===== src/design/cache_partition_victim_filter_pkg.sv =====
// Constants shared by the partitioned-cache victim filter and its bench.
// Assumes a 32-bit plain register port and 16-bit fixed-point fractions.
package cache_partition_victim_filter_pkg;

	localparam int          FRAC_W = 16;

	// Register offsets (byte addresses, one word each)
	localparam logic [7:0] ADDR_PARTITION_SELECT   = 8'h00;
	localparam logic [7:0] ADDR_MIN_CAPACITY       = 8'h04;
	localparam logic [7:0] ADDR_MAX_CAPACITY       = 8'h08;
	localparam logic [7:0] ADDR_ASSOCIATIVITY      = 8'h0C;
	localparam logic [7:0] ADDR_PORTION_BITMAP     = 8'h10;
	localparam logic [7:0] ADDR_PARTITION_ENABLE   = 8'h14;
	localparam logic [7:0] ADDR_CAPACITY_FEATURE   = 8'h18;
	localparam logic [7:0] ADDR_OCCUPANCY          = 8'h1C;

	// Field positions
	localparam int          SOFT_LIMIT_POS         = 31;
	localparam int          FEAT_CAP_WD_POS        = 0;
	localparam int          FEAT_ASSOC_WD_POS      = 8;
	localparam int          ENABLE_POS             = 0;

	// Reset values
	localparam logic [15:0] RST_MIN_FRAC           = 16'h0000;
	localparam logic [15:0] RST_MAX_FRAC           = 16'hFFFF;
	localparam logic [15:0] RST_ASSOC_FRAC         = 16'hFFFF;
	localparam logic        RST_SOFT_LIMIT         = 1'b0;
	localparam logic        RST_ENABLE             = 1'b1;

	// Allocation priority tiers
	localparam logic [2:0] PRIO_UNALLOCATED        = 3'h0;
	localparam logic [2:0] PRIO_DISABLED           = 3'h1;
	localparam logic [2:0] PRIO_OVER_MAX           = 3'h2;
	localparam logic [2:0] PRIO_MIDRANGE           = 3'h3;
	localparam logic [2:0] PRIO_UNDER_MIN          = 3'h4;

endpackage : cache_partition_victim_filter_pkg


===== src/design/cache_partition_victim_filter.sv =====
// Victim selection and allocation filter for a partitioned set-associative cache.
// Assumes requesters on the same clock, one request per cycle, NUM_WAYS a power of two.
// Limitation: occupancy moves only on installs; a line never leaves except by replacement.
`timescale 1ns/100ps
module cache_partition_victim_filter
	import cache_partition_victim_filter_pkg::*;
#(
	parameter int NUM_PARTITIONS = 4,
	parameter int NUM_SETS       = 16,
	parameter int NUM_WAYS       = 8,
	parameter int NUM_PORTIONS   = 4,
	parameter int TAG_W          = 12,
	parameter int CAP_WD         = 8,
	parameter int ASSOC_WD       = 8
) (
	input  wire logic                              i_sys_clk,
	input  wire logic                              i_rst,
	input  wire logic [7:0]                        i_reg_addr,
	input  wire logic [31:0]                       i_reg_wdata,
	input  wire logic                              i_reg_wr,
	input  wire logic                              i_reg_rd,
	output logic      [31:0]                       o_reg_rdata,
	input  wire logic                              i_req_valid,
	input  wire logic [$clog2(NUM_PARTITIONS)-1:0] i_req_partition,
	input  wire logic [$clog2(NUM_SETS)-1:0]       i_req_set,
	input  wire logic [TAG_W-1:0]                  i_req_tag,
	output logic                                   o_resp_valid,
	output logic                                   o_resp_hit,
	output logic                                   o_resp_alloc,
	output logic      [$clog2(NUM_WAYS)-1:0]       o_resp_way,
	output logic      [2:0]                        o_resp_priority,
	output logic                                   o_resp_evict,
	output logic      [$clog2(NUM_PARTITIONS)-1:0] o_resp_evict_partition
);

	localparam int PART_W      = $clog2(NUM_PARTITIONS);
	localparam int SET_W       = $clog2(NUM_SETS);
	localparam int WAY_W       = $clog2(NUM_WAYS);
	localparam int TOTAL_LINES = NUM_SETS * NUM_WAYS;
	localparam int OCC_W       = $clog2(TOTAL_LINES + 1);
	localparam int CMP_W       = OCC_W + FRAC_W + 1;
	localparam int WAYS_PER_PORTION = NUM_WAYS / NUM_PORTIONS;

	// Only the top fraction bits exist; the rest read zero and drop writes
	localparam logic [15:0] CAP_MASK   = 16'(16'hFFFF << (FRAC_W - CAP_WD));
	localparam logic [15:0] ASSOC_MASK = 16'(16'hFFFF << (FRAC_W - ASSOC_WD));

	// Configuration, one entry per partition except the single shared partition_select
	logic [PART_W-1:0]       partition_select;
	logic [15:0]             min_capacity_fraction [NUM_PARTITIONS];
	logic [15:0]             max_capacity_fraction [NUM_PARTITIONS];
	logic [15:0]             max_associativity_fraction [NUM_PARTITIONS];
	logic                    soft_limit_bit [NUM_PARTITIONS];
	logic [NUM_PORTIONS-1:0] portion_allow_bitmap [NUM_PARTITIONS];
	logic                    partition_enable [NUM_PARTITIONS];
	logic [OCC_W-1:0]        occupancy [NUM_PARTITIONS];

	// Line state
	logic                    line_valid [NUM_SETS][NUM_WAYS];
	logic [PART_W-1:0]       line_owner [NUM_SETS][NUM_WAYS];
	logic [TAG_W-1:0]        line_tag   [NUM_SETS][NUM_WAYS];
	logic [WAY_W-1:0]        replace_ptr [NUM_SETS];

	// Fraction compare: count/total against frac/2^16, scaled to integers
	function automatic logic [CMP_W-1:0] scaled_use(input logic [OCC_W-1:0] count);
		scaled_use = CMP_W'({count, 16'h0000});
	endfunction : scaled_use

	// One spare bit keeps the product from wrapping at the largest fraction
	function automatic logic [CMP_W-1:0] scaled_frac(input logic [15:0] frac, input int units);
		scaled_frac = CMP_W'(frac) * CMP_W'(units);
	endfunction : scaled_frac

	function automatic logic over_max(input logic [PART_W-1:0] p);
		over_max = scaled_use(occupancy[p]) > scaled_frac(max_capacity_fraction[p], TOTAL_LINES);
	endfunction : over_max

	function automatic logic under_min(input logic [PART_W-1:0] p);
		under_min = scaled_use(occupancy[p]) < scaled_frac(min_capacity_fraction[p], TOTAL_LINES);
	endfunction : under_min

	// A valid line in the addressed set that the requester already owns
	function automatic logic owned(input int w);
		owned = line_valid[i_req_set][w] && line_owner[i_req_set][w] == i_req_partition;
	endfunction : owned

	// Maximum is tested first so the minimum never lifts an over-limit partition
	function automatic logic [2:0] partition_priority(input logic [PART_W-1:0] p);
		if (!partition_enable[p]) begin
			partition_priority = PRIO_DISABLED;
		end else if (over_max(p)) begin
			partition_priority = PRIO_OVER_MAX;
		end else if (under_min(p)) begin
			partition_priority = PRIO_UNDER_MIN;
		end else begin
			partition_priority = PRIO_MIDRANGE;
		end
	endfunction : partition_priority

	// Request evaluation
	logic [2:0]          req_prio;
	logic                req_over;
	logic                assoc_full;
	logic [WAY_W:0]      own_ways;
	logic [NUM_WAYS-1:0] hit_vec;
	logic [NUM_WAYS-1:0] cand_vec;
	logic [NUM_WAYS-1:0] final_vec;
	logic [2:0]          line_prio [NUM_WAYS];
	logic [2:0]          min_prio;
	logic                hit;
	logic [WAY_W-1:0]    hit_way;
	logic                found;
	logic [WAY_W-1:0]    victim;
	logic [WAY_W-1:0]    probe;
	logic                do_alloc;

	always_comb begin
		req_prio = partition_priority(i_req_partition);
		req_over = over_max(i_req_partition);
		own_ways = '0;
		hit      = 1'b0;
		hit_way  = '0;
		min_prio = PRIO_UNDER_MIN;
		probe    = '0;
		for (int w = 0; w < NUM_WAYS; w++) begin
			if (owned(w)) begin
				own_ways = own_ways + 1'b1;
			end
			// Lookup ignores the owner entirely
			hit_vec[w] = line_valid[i_req_set][w] && line_tag[i_req_set][w] == i_req_tag;
			if (hit_vec[w] && !hit) begin
				hit     = 1'b1;
				hit_way = WAY_W'(w);
			end
		end
		// Binary point sits above bit 15, so ways * frac / 2^16 is the share
		assoc_full = scaled_use(OCC_W'(own_ways)) >
			scaled_frac(max_associativity_fraction[i_req_partition], NUM_WAYS);
		// Controls first, then tier pruning, then round-robin: a hard-limited request
		// must be cut down to its own lines before pruning, or a lower empty line
		// could win over the limit that forbids it new capacity.
		// Later stages only ever clear candidate bits, never set them.
		for (int w = 0; w < NUM_WAYS; w++) begin
			logic lv;
			logic own;
			lv  = line_valid[i_req_set][w];
			own = owned(w);
			// Own lines share the request's priority by construction
			line_prio[w] = lv ? partition_priority(line_owner[i_req_set][w]) : PRIO_UNALLOCATED;
			// Disabled partitions own no portions
			cand_vec[w] = partition_enable[i_req_partition] &&
				portion_allow_bitmap[i_req_partition][w / WAYS_PER_PORTION];
			if (req_over) begin
				if (soft_limit_bit[i_req_partition]) begin
					cand_vec[w] = cand_vec[w] &&
						(!lv || !partition_enable[line_owner[i_req_set][w]] || own);
				end else begin
					cand_vec[w] = cand_vec[w] && own;
				end
			end
			if (assoc_full) begin
				cand_vec[w] = cand_vec[w] && own;
			end
			if (line_prio[w] > req_prio) begin
				cand_vec[w] = 1'b0;
			end
			if (cand_vec[w] && line_prio[w] < min_prio) begin
				min_prio = line_prio[w];
			end
		end
		// Survivors are all <= request; keeping the minimum tier selects lower lines when present
		for (int w = 0; w < NUM_WAYS; w++) begin
			final_vec[w] = cand_vec[w] && line_prio[w] == min_prio;
		end
		// Round-robin per set stands in for the replacement algorithm
		found  = 1'b0;
		victim = '0;
		for (int k = 0; k < NUM_WAYS; k++) begin
			probe = WAY_W'(replace_ptr[i_req_set] + WAY_W'(k));
			if (!found && final_vec[probe]) begin
				found  = 1'b1;
				victim = probe;
			end
		end
		// A disabled requester may still hit; it only never installs
		do_alloc = i_req_valid && !hit && found;
	end

	// Line store and replacement pointer
	always_ff @(posedge i_sys_clk) begin
		if (i_rst) begin
			for (int s = 0; s < NUM_SETS; s++) begin
				replace_ptr[s] <= '0;
				for (int w = 0; w < NUM_WAYS; w++) begin
					line_valid[s][w] <= 1'b0;
					line_owner[s][w] <= '0;
					line_tag[s][w]   <= '0;
				end
			end
		end else if (do_alloc) begin
			line_valid[i_req_set][victim] <= 1'b1;
			line_owner[i_req_set][victim] <= i_req_partition;
			line_tag[i_req_set][victim]   <= i_req_tag;
			// Pointer moves past the victim so repeated installs rotate through the set
			replace_ptr[i_req_set]        <= WAY_W'(victim + 1'b1);
		end
	end

	// Occupancy counts follow every install and eviction
	logic                evicting;
	logic [PART_W-1:0]   evict_owner;
	assign evicting    = do_alloc && line_valid[i_req_set][victim];
	assign evict_owner = line_owner[i_req_set][victim];

	// Eviction charged to partition p in this cycle
	function automatic logic evicts_from(input int p);
		evicts_from = evicting && evict_owner == PART_W'(p);
	endfunction : evicts_from

	always_ff @(posedge i_sys_clk) begin
		if (i_rst) begin
			for (int p = 0; p < NUM_PARTITIONS; p++) begin
				occupancy[p] <= '0;
			end
		end else begin
			for (int p = 0; p < NUM_PARTITIONS; p++) begin
				// Install and eviction in one partition cancel, so no count moves twice
				if (do_alloc && i_req_partition == PART_W'(p) && !evicts_from(p)) begin
					occupancy[p] <= occupancy[p] + 1'b1;
				end else if (evicts_from(p) && i_req_partition != PART_W'(p)) begin
					occupancy[p] <= occupancy[p] - 1'b1;
				end
			end
		end
	end

	// Response
	// Way shows way 0 on a decline, since no candidate was found; only hit or alloc make it meaningful
	always_ff @(posedge i_sys_clk) begin
		if (i_rst) begin
			o_resp_valid           <= 1'b0;
			o_resp_hit             <= 1'b0;
			o_resp_alloc           <= 1'b0;
			o_resp_way             <= '0;
			o_resp_priority        <= '0;
			o_resp_evict           <= 1'b0;
			o_resp_evict_partition <= '0;
		end else begin
			o_resp_valid           <= i_req_valid;
			o_resp_hit             <= i_req_valid && hit;
			o_resp_alloc           <= do_alloc;
			o_resp_way             <= hit ? hit_way : victim;
			o_resp_priority        <= req_prio;
			o_resp_evict           <= evicting;
			o_resp_evict_partition <= evict_owner;
		end
	end

	// Configuration writes
	always_ff @(posedge i_sys_clk) begin
		if (i_rst) begin
			partition_select <= '0;
			for (int p = 0; p < NUM_PARTITIONS; p++) begin
				// Every partition comes up enabled, with a full bitmap and the widest limits
				min_capacity_fraction[p]      <= RST_MIN_FRAC & CAP_MASK;
				max_capacity_fraction[p]      <= RST_MAX_FRAC & CAP_MASK;
				max_associativity_fraction[p] <= RST_ASSOC_FRAC & ASSOC_MASK;
				soft_limit_bit[p]             <= RST_SOFT_LIMIT;
				portion_allow_bitmap[p]       <= '1;
				partition_enable[p]           <= RST_ENABLE;
			end
		end else if (i_reg_wr) begin
			case (i_reg_addr)
				ADDR_PARTITION_SELECT: begin
					// Select only steers which partition's fields the port reaches
					partition_select <= i_reg_wdata[PART_W-1:0];
				end
				ADDR_MIN_CAPACITY: begin
					min_capacity_fraction[partition_select] <= i_reg_wdata[15:0] & CAP_MASK;
				end
				ADDR_MAX_CAPACITY: begin
					max_capacity_fraction[partition_select] <= i_reg_wdata[15:0] & CAP_MASK;
					soft_limit_bit[partition_select]        <= i_reg_wdata[SOFT_LIMIT_POS];
				end
				ADDR_ASSOCIATIVITY: begin
					max_associativity_fraction[partition_select] <= i_reg_wdata[15:0] & ASSOC_MASK;
				end
				ADDR_PORTION_BITMAP: begin
					// A new bitmap steers later installs only; placed lines drain by replacement
					portion_allow_bitmap[partition_select] <= i_reg_wdata[NUM_PORTIONS-1:0];
				end
				ADDR_PARTITION_ENABLE: begin
					partition_enable[partition_select] <= i_reg_wdata[ENABLE_POS];
				end
				default: begin
				end
			endcase
		end
	end

	// Register reads; data stands only in the cycle after the strobe
	logic [31:0] next_rdata;

	always_comb begin
		next_rdata = 32'h0000_0000;
		case (i_reg_addr)
			ADDR_PARTITION_SELECT: begin
				next_rdata[PART_W-1:0] = partition_select;
			end
			ADDR_MIN_CAPACITY: begin
				next_rdata[15:0] = min_capacity_fraction[partition_select];
			end
			ADDR_MAX_CAPACITY: begin
				next_rdata[15:0]           = max_capacity_fraction[partition_select];
				next_rdata[SOFT_LIMIT_POS] = soft_limit_bit[partition_select];
			end
			ADDR_ASSOCIATIVITY: begin
				next_rdata[15:0] = max_associativity_fraction[partition_select];
			end
			ADDR_PORTION_BITMAP: begin
				next_rdata[NUM_PORTIONS-1:0] = portion_allow_bitmap[partition_select];
			end
			ADDR_PARTITION_ENABLE: begin
				next_rdata[ENABLE_POS] = partition_enable[partition_select];
			end
			ADDR_CAPACITY_FEATURE: begin
				next_rdata[FEAT_CAP_WD_POS +: 8]   = 8'(CAP_WD);
				next_rdata[FEAT_ASSOC_WD_POS +: 8] = 8'(ASSOC_WD);
			end
			ADDR_OCCUPANCY: begin
				// Live count: it may move between two reads while requests flow
				next_rdata[OCC_W-1:0] = occupancy[partition_select];
			end
			default: begin
				next_rdata = 32'h0000_0000;
			end
		endcase
	end

	always_ff @(posedge i_sys_clk) begin
		if (i_rst) begin
			o_reg_rdata <= 32'h0000_0000;
		end else begin
			o_reg_rdata <= i_reg_rd ? next_rdata : 32'h0000_0000;
		end
	end

endmodule : cache_partition_victim_filter


===== config.mk =====
export PLATFORM = sky130hd
export DESIGN_NAME = cache_partition_victim_filter
export DESIGN_NICKNAME = d
export VERILOG_FILES = /design/src/design/cache_partition_victim_filter_pkg.sv /design/src/design/cache_partition_victim_filter.sv
export SDC_FILE = /design/constraint.sdc
export NUM_CORES = 2
export LEC_CHECK = 0
export BUFFER_PORTS_ARGS = -buffer_cell sky130_fd_sc_hd__buf_2
export CAP_MARGIN = 20
export CORE_ASPECT_RATIO = 0.9
export CORE_MARGIN = 1
export CORE_UTILIZATION = 60
export CTS_CLUSTER_SIZE = 20
export DETAILED_ROUTE_END_ITERATION = 7
export PLACE_DENSITY_LB_ADDON = 0.08
export SLEW_MARGIN = 40
export SYNTH_ARGS = -nofsm -noshare
export SYNTH_HDL_FRONTEND = slang
export SYNTH_SLANG_ARGS = --single-unit

===== constraint.sdc =====
create_clock -name i_sys_clk -period 27.5 [get_ports i_sys_clk]
set_clock_uncertainty 0.2 [all_clocks]
set_input_delay 2.75 -clock i_sys_clk [delete_from_list [all_inputs] [get_ports i_sys_clk]]
set_output_delay 2.75 -clock i_sys_clk [all_outputs]
set_load 0.02 [all_outputs]

==> results_dict.tcl <==
set metrics [dict create \
    power_density_nw_per_um2 88.4 \
    hold_depth 1 \
    dieWidth_um 461 \
    relSlewSlack_pct 32.5 \
    power_frac_comb_pct 37.5 \
    wl_mm 334 \
    clockRootBuffer "clkbuf_16" \
    crit_path_end "occupancy[2][7]$_SDFFCE_PN0P_" \
    regArea_um2 63000 \
    synth-edff-count 1989 \
    detail_route.wl_per_cell_um 30.6 \
    io_pins 107 \
    r2r_start "line_owner[15][13]$_SDFFCE_PN0P_" \
    tns_ns 0 \
    slowest_stage "o2111ai_1" \
    timing.fmax_mhz 38.6 \
    max-clock-path-buffers 3 \
    drt_first_pass_iters 7 \
    max-cap-violations 0 \
    timing.hold.ws_ns 0.249 \
    avgViaCountPerCell 6.77 \
    clock_sinks 2153 \
    cellLeakagePower_nw 48.9 \
    die_area_um2 191000 \
    rsz0062_at_grt "false" \
    switching_share_pct 39.7 \
    final_util_pct 65.6 \
    synth_cell_types 124 \
    critPathRequiredTime_ns 27.88 \
    ant_nets 0 \
    cp_slowest_stage_delay_ns 0.66 \
    postSynthAreaPerCell_um2 13.3 \
    p_clk_share_pct 26.5 \
    netlist_area_um2 114000 \
    hpwl_mm 213 \
    synth.yosys.seq_area_share_pct 55.4 \
    rows 151 \
    startpoint "i_req_set[0]" \
    fin_cells 10900 \
    groute.usage.overall_pct 35.0 \
    cts_tree "yes" \
    setup_ws_ns 1.61 \
    r2r_cells 95 \
    crit_arrival_ns 26.27 \
    port_buffers 72 \
    nFillCells 13600 \
    power.switching_w 0.00433 \
    layout_common_cells "edfxtp_1 (1,989), and2_1 (898), and3_1 (896), mux4_2 (733), nand2_1 (405)" \
    grt_pass1_wl_mm 488 \
    die_h_um 415 \
    critPathMaxFanout 46 \
    drt_drc_violations_left 0 \
    start_util_pct 60.5 \
    grt_pass1_vias 71300 \
    layout_commonest_cell "edfxtp_1" \
    post-route-min-period_ns 25.89 \
    synthFlopType "edfxtp_1" \
    setup_viol 0 \
    hold_viol_final 0 \
    grt_remaining_overflow 0 \
    cp-start-kind "input port" \
    critical_path_class "input port to flop" \
    outcome "finished, final reports clean" \
    crit_path_frequent_cell "ha_1" \
    peakVddDrop_uv 419 \
    yosys_warnings 0 \
    dpl.cell_count 10500 \
    slew_violations 0 \
    via_count 74000 \
    finalNetCount 8468 \
    post_cts_buffers 0 \
    sequentialPowerShare_pct 35.9 \
    clk_pin_slew_ns 0.06 \
    intPower_w 0.00658 \
    worst_pin_slew_ns 1.01 \
    endpoint_kind "flop" \
    async_reset_ff_share_pct 0 \
    area_growth_pct 8.48 \
    drive_above_1_share_pct 20.8 \
    grt_max_degree 155 \
    multi_input_area_um2 46800 \
    r2r-end "occupancy[2][7]$_SDFFCE_PN0P_" \
    synth.ff_latch_count 2153 \
    htree_levels 4 \
    core_um2 188000 \
    hold_path.class "flop to flop" \
    antenna_found_initial 16 \
    gp_congestion 0.947 \
    netlist_instances 8558 \
    rrSetupSlack_ns 3.87 \
    cts_made_buffers 211 \
    drt_iter0_drc 10400 \
    worst_skew_pair.late_latency_ns 0.86 \
    dpl_worst_slack_ns 0.972 \
    period_share_pct 94.1 \
]
what timing repair did:
action                     4_1_cts  5_1_grt
hold buffers                     0        0
setup endpoints to repair        0        1
resized for setup                0        1
cell families (layout without fill, tap and decap cells):
logic type | Yosys count | count (layout) | synth area share, %
AND/OR/NAND/NOR | 3070 | 3070 | 15.2
flip-flops | 2153 | 2153 | 55.4
buffers and inverters | 1113 | 930 | 3.92
multiplexers | 934 | 934 | 16.4
AO/OA/AOI/OAI | 919 | 919 | 5.53
adder cells (fa/ha/maj) | 202 | 202 | 2.24
XOR/XNOR | 166 | 166 | 1.32
other | 1 | 21 | 0.00330
state kept, by name (all words and copies together) (netlist names), named ones only:
register	flops
occupancy	32
o_resp_hit	1
o_resp_valid	1
line_valid	128
o_reg_rdata	17
o_resp_priority	3
line_owner	256
portion_allow_bitmap	16
o_resp_alloc	1
soft_limit_bit	4
max_capacity_fraction	32
min_capacity_fraction	32
o_resp_evict	1
max_associativity_fraction	32
replace_ptr	48
partition_enable	4
o_resp_evict_partition	2
partition_select	2
o_resp_way	3
line_tag	1536
power groups by stage:
stage	Clock, W	Combinational, W	Sequential [W]
6_report	0.00289	0.00409	0.00392
5_1_grt	0.00303	0.00436	0.00394
4_1_cts	0.00292	0.00395	0.00392
3_5_place_dp	0	0.00394	0.00399
3_3_place_gp	0	0.00384	0.00397
2_1_floorplan	0	0.00283	0.00391
synthesized netlist by cell type, types with 31 or more instances:
library cell	number	share of area [%]
edfxtp_1	1989	53
and2_1	899	4.9
and3_1	897	4.9
clkbuf_1	783	2.6
mux4_2	734	15
nand2_1	415	1.4
o21ai_0	260	1.1
nor2_1	232	0.77
ha_1	196	2.2
nor3_1	186	0.82
dfxtp_1	164	2.9
a21o_1	153	1.0
inv_1	147	0.49
mux2i_1	134	1.2
a21oi_1	128	0.56
xnor2_1	124	0.95
nand3_1	118	0.52
buf_1	92	0.30
or2_2	70	0.38
mux2_2	63	0.62
a22o_1	62	0.48
or3_1	51	0.28
nor2b_1	48	0.26
nand4_1	45	0.25
nand2b_1	41	0.23
xor2_1	39	0.30
buf_2	38	0.17
a22oi_1	34	0.22
a211oi_1	31	0.20
a31oi_1	31	0.17
layer usage:
| layer | global-route usage (%) | share of wire [%] |
|---|---|---|
| met4 | 11.3 | 3.4 |
| met1 | 51.3 | 40 |
| met5 | 0 | 0.016 |
| met2 | 53.1 | 46 |
| met3 | 6.50 | 11 |
worst max-delay path, delay by kind of cell:
kind,cells,cell delay (ns)
compound gates,40,9.23
xor+xnor,6,0.92
fa+ha+maj,13,3.86
buf+inv,9,1.67
mux,5,1.94
simple gates,24,5.74
cell type report:
cell class                      count  area share [%]
Timing Repair Buffer              373            2.34
Antenna cell                        6          0.0122
Sequential cell                  2153            51.1
Multi-Input combinational cell   5306            37.9
Clock inverter                    102           0.755
Clock buffer                      294            4.84
Inverter                          161           0.506
Tap cell                         2524            2.56
per-stage QoR:
stage | cell area, um2 | total power (W)
global route | 123000 | 0.0113
detailed placement | 116000 | 0.00793
CTS | 123000 | 0.0108
floorplan | 114000 | 0.00675
global placement | 116000 | 0.00781
finish | 123000 | 0.0109
worst min path at each step:
stage / slack, ns / endpoint / start
floorplan: 0.22 / line_valid[13][0]$_DFF_P_ / line_valid[13][0]$_DFF_P_
global placement: 0.23 / line_valid[9][6]$_DFF_P_ / line_valid[9][6]$_DFF_P_
detailed placement: 0.23 / line_valid[5][2]$_DFF_P_ / line_valid[5][2]$_DFF_P_
CTS: 0.25 / line_valid[5][2]$_DFF_P_ / line_valid[5][2]$_DFF_P_
global route: 0.26 / line_valid[1][0]$_DFF_P_ / line_valid[1][0]$_DFF_P_
finish: 0.25 / line_valid[5][2]$_DFF_P_ / line_valid[5][2]$_DFF_P_
Note: power is estimated with default switching activity, not from simulation.
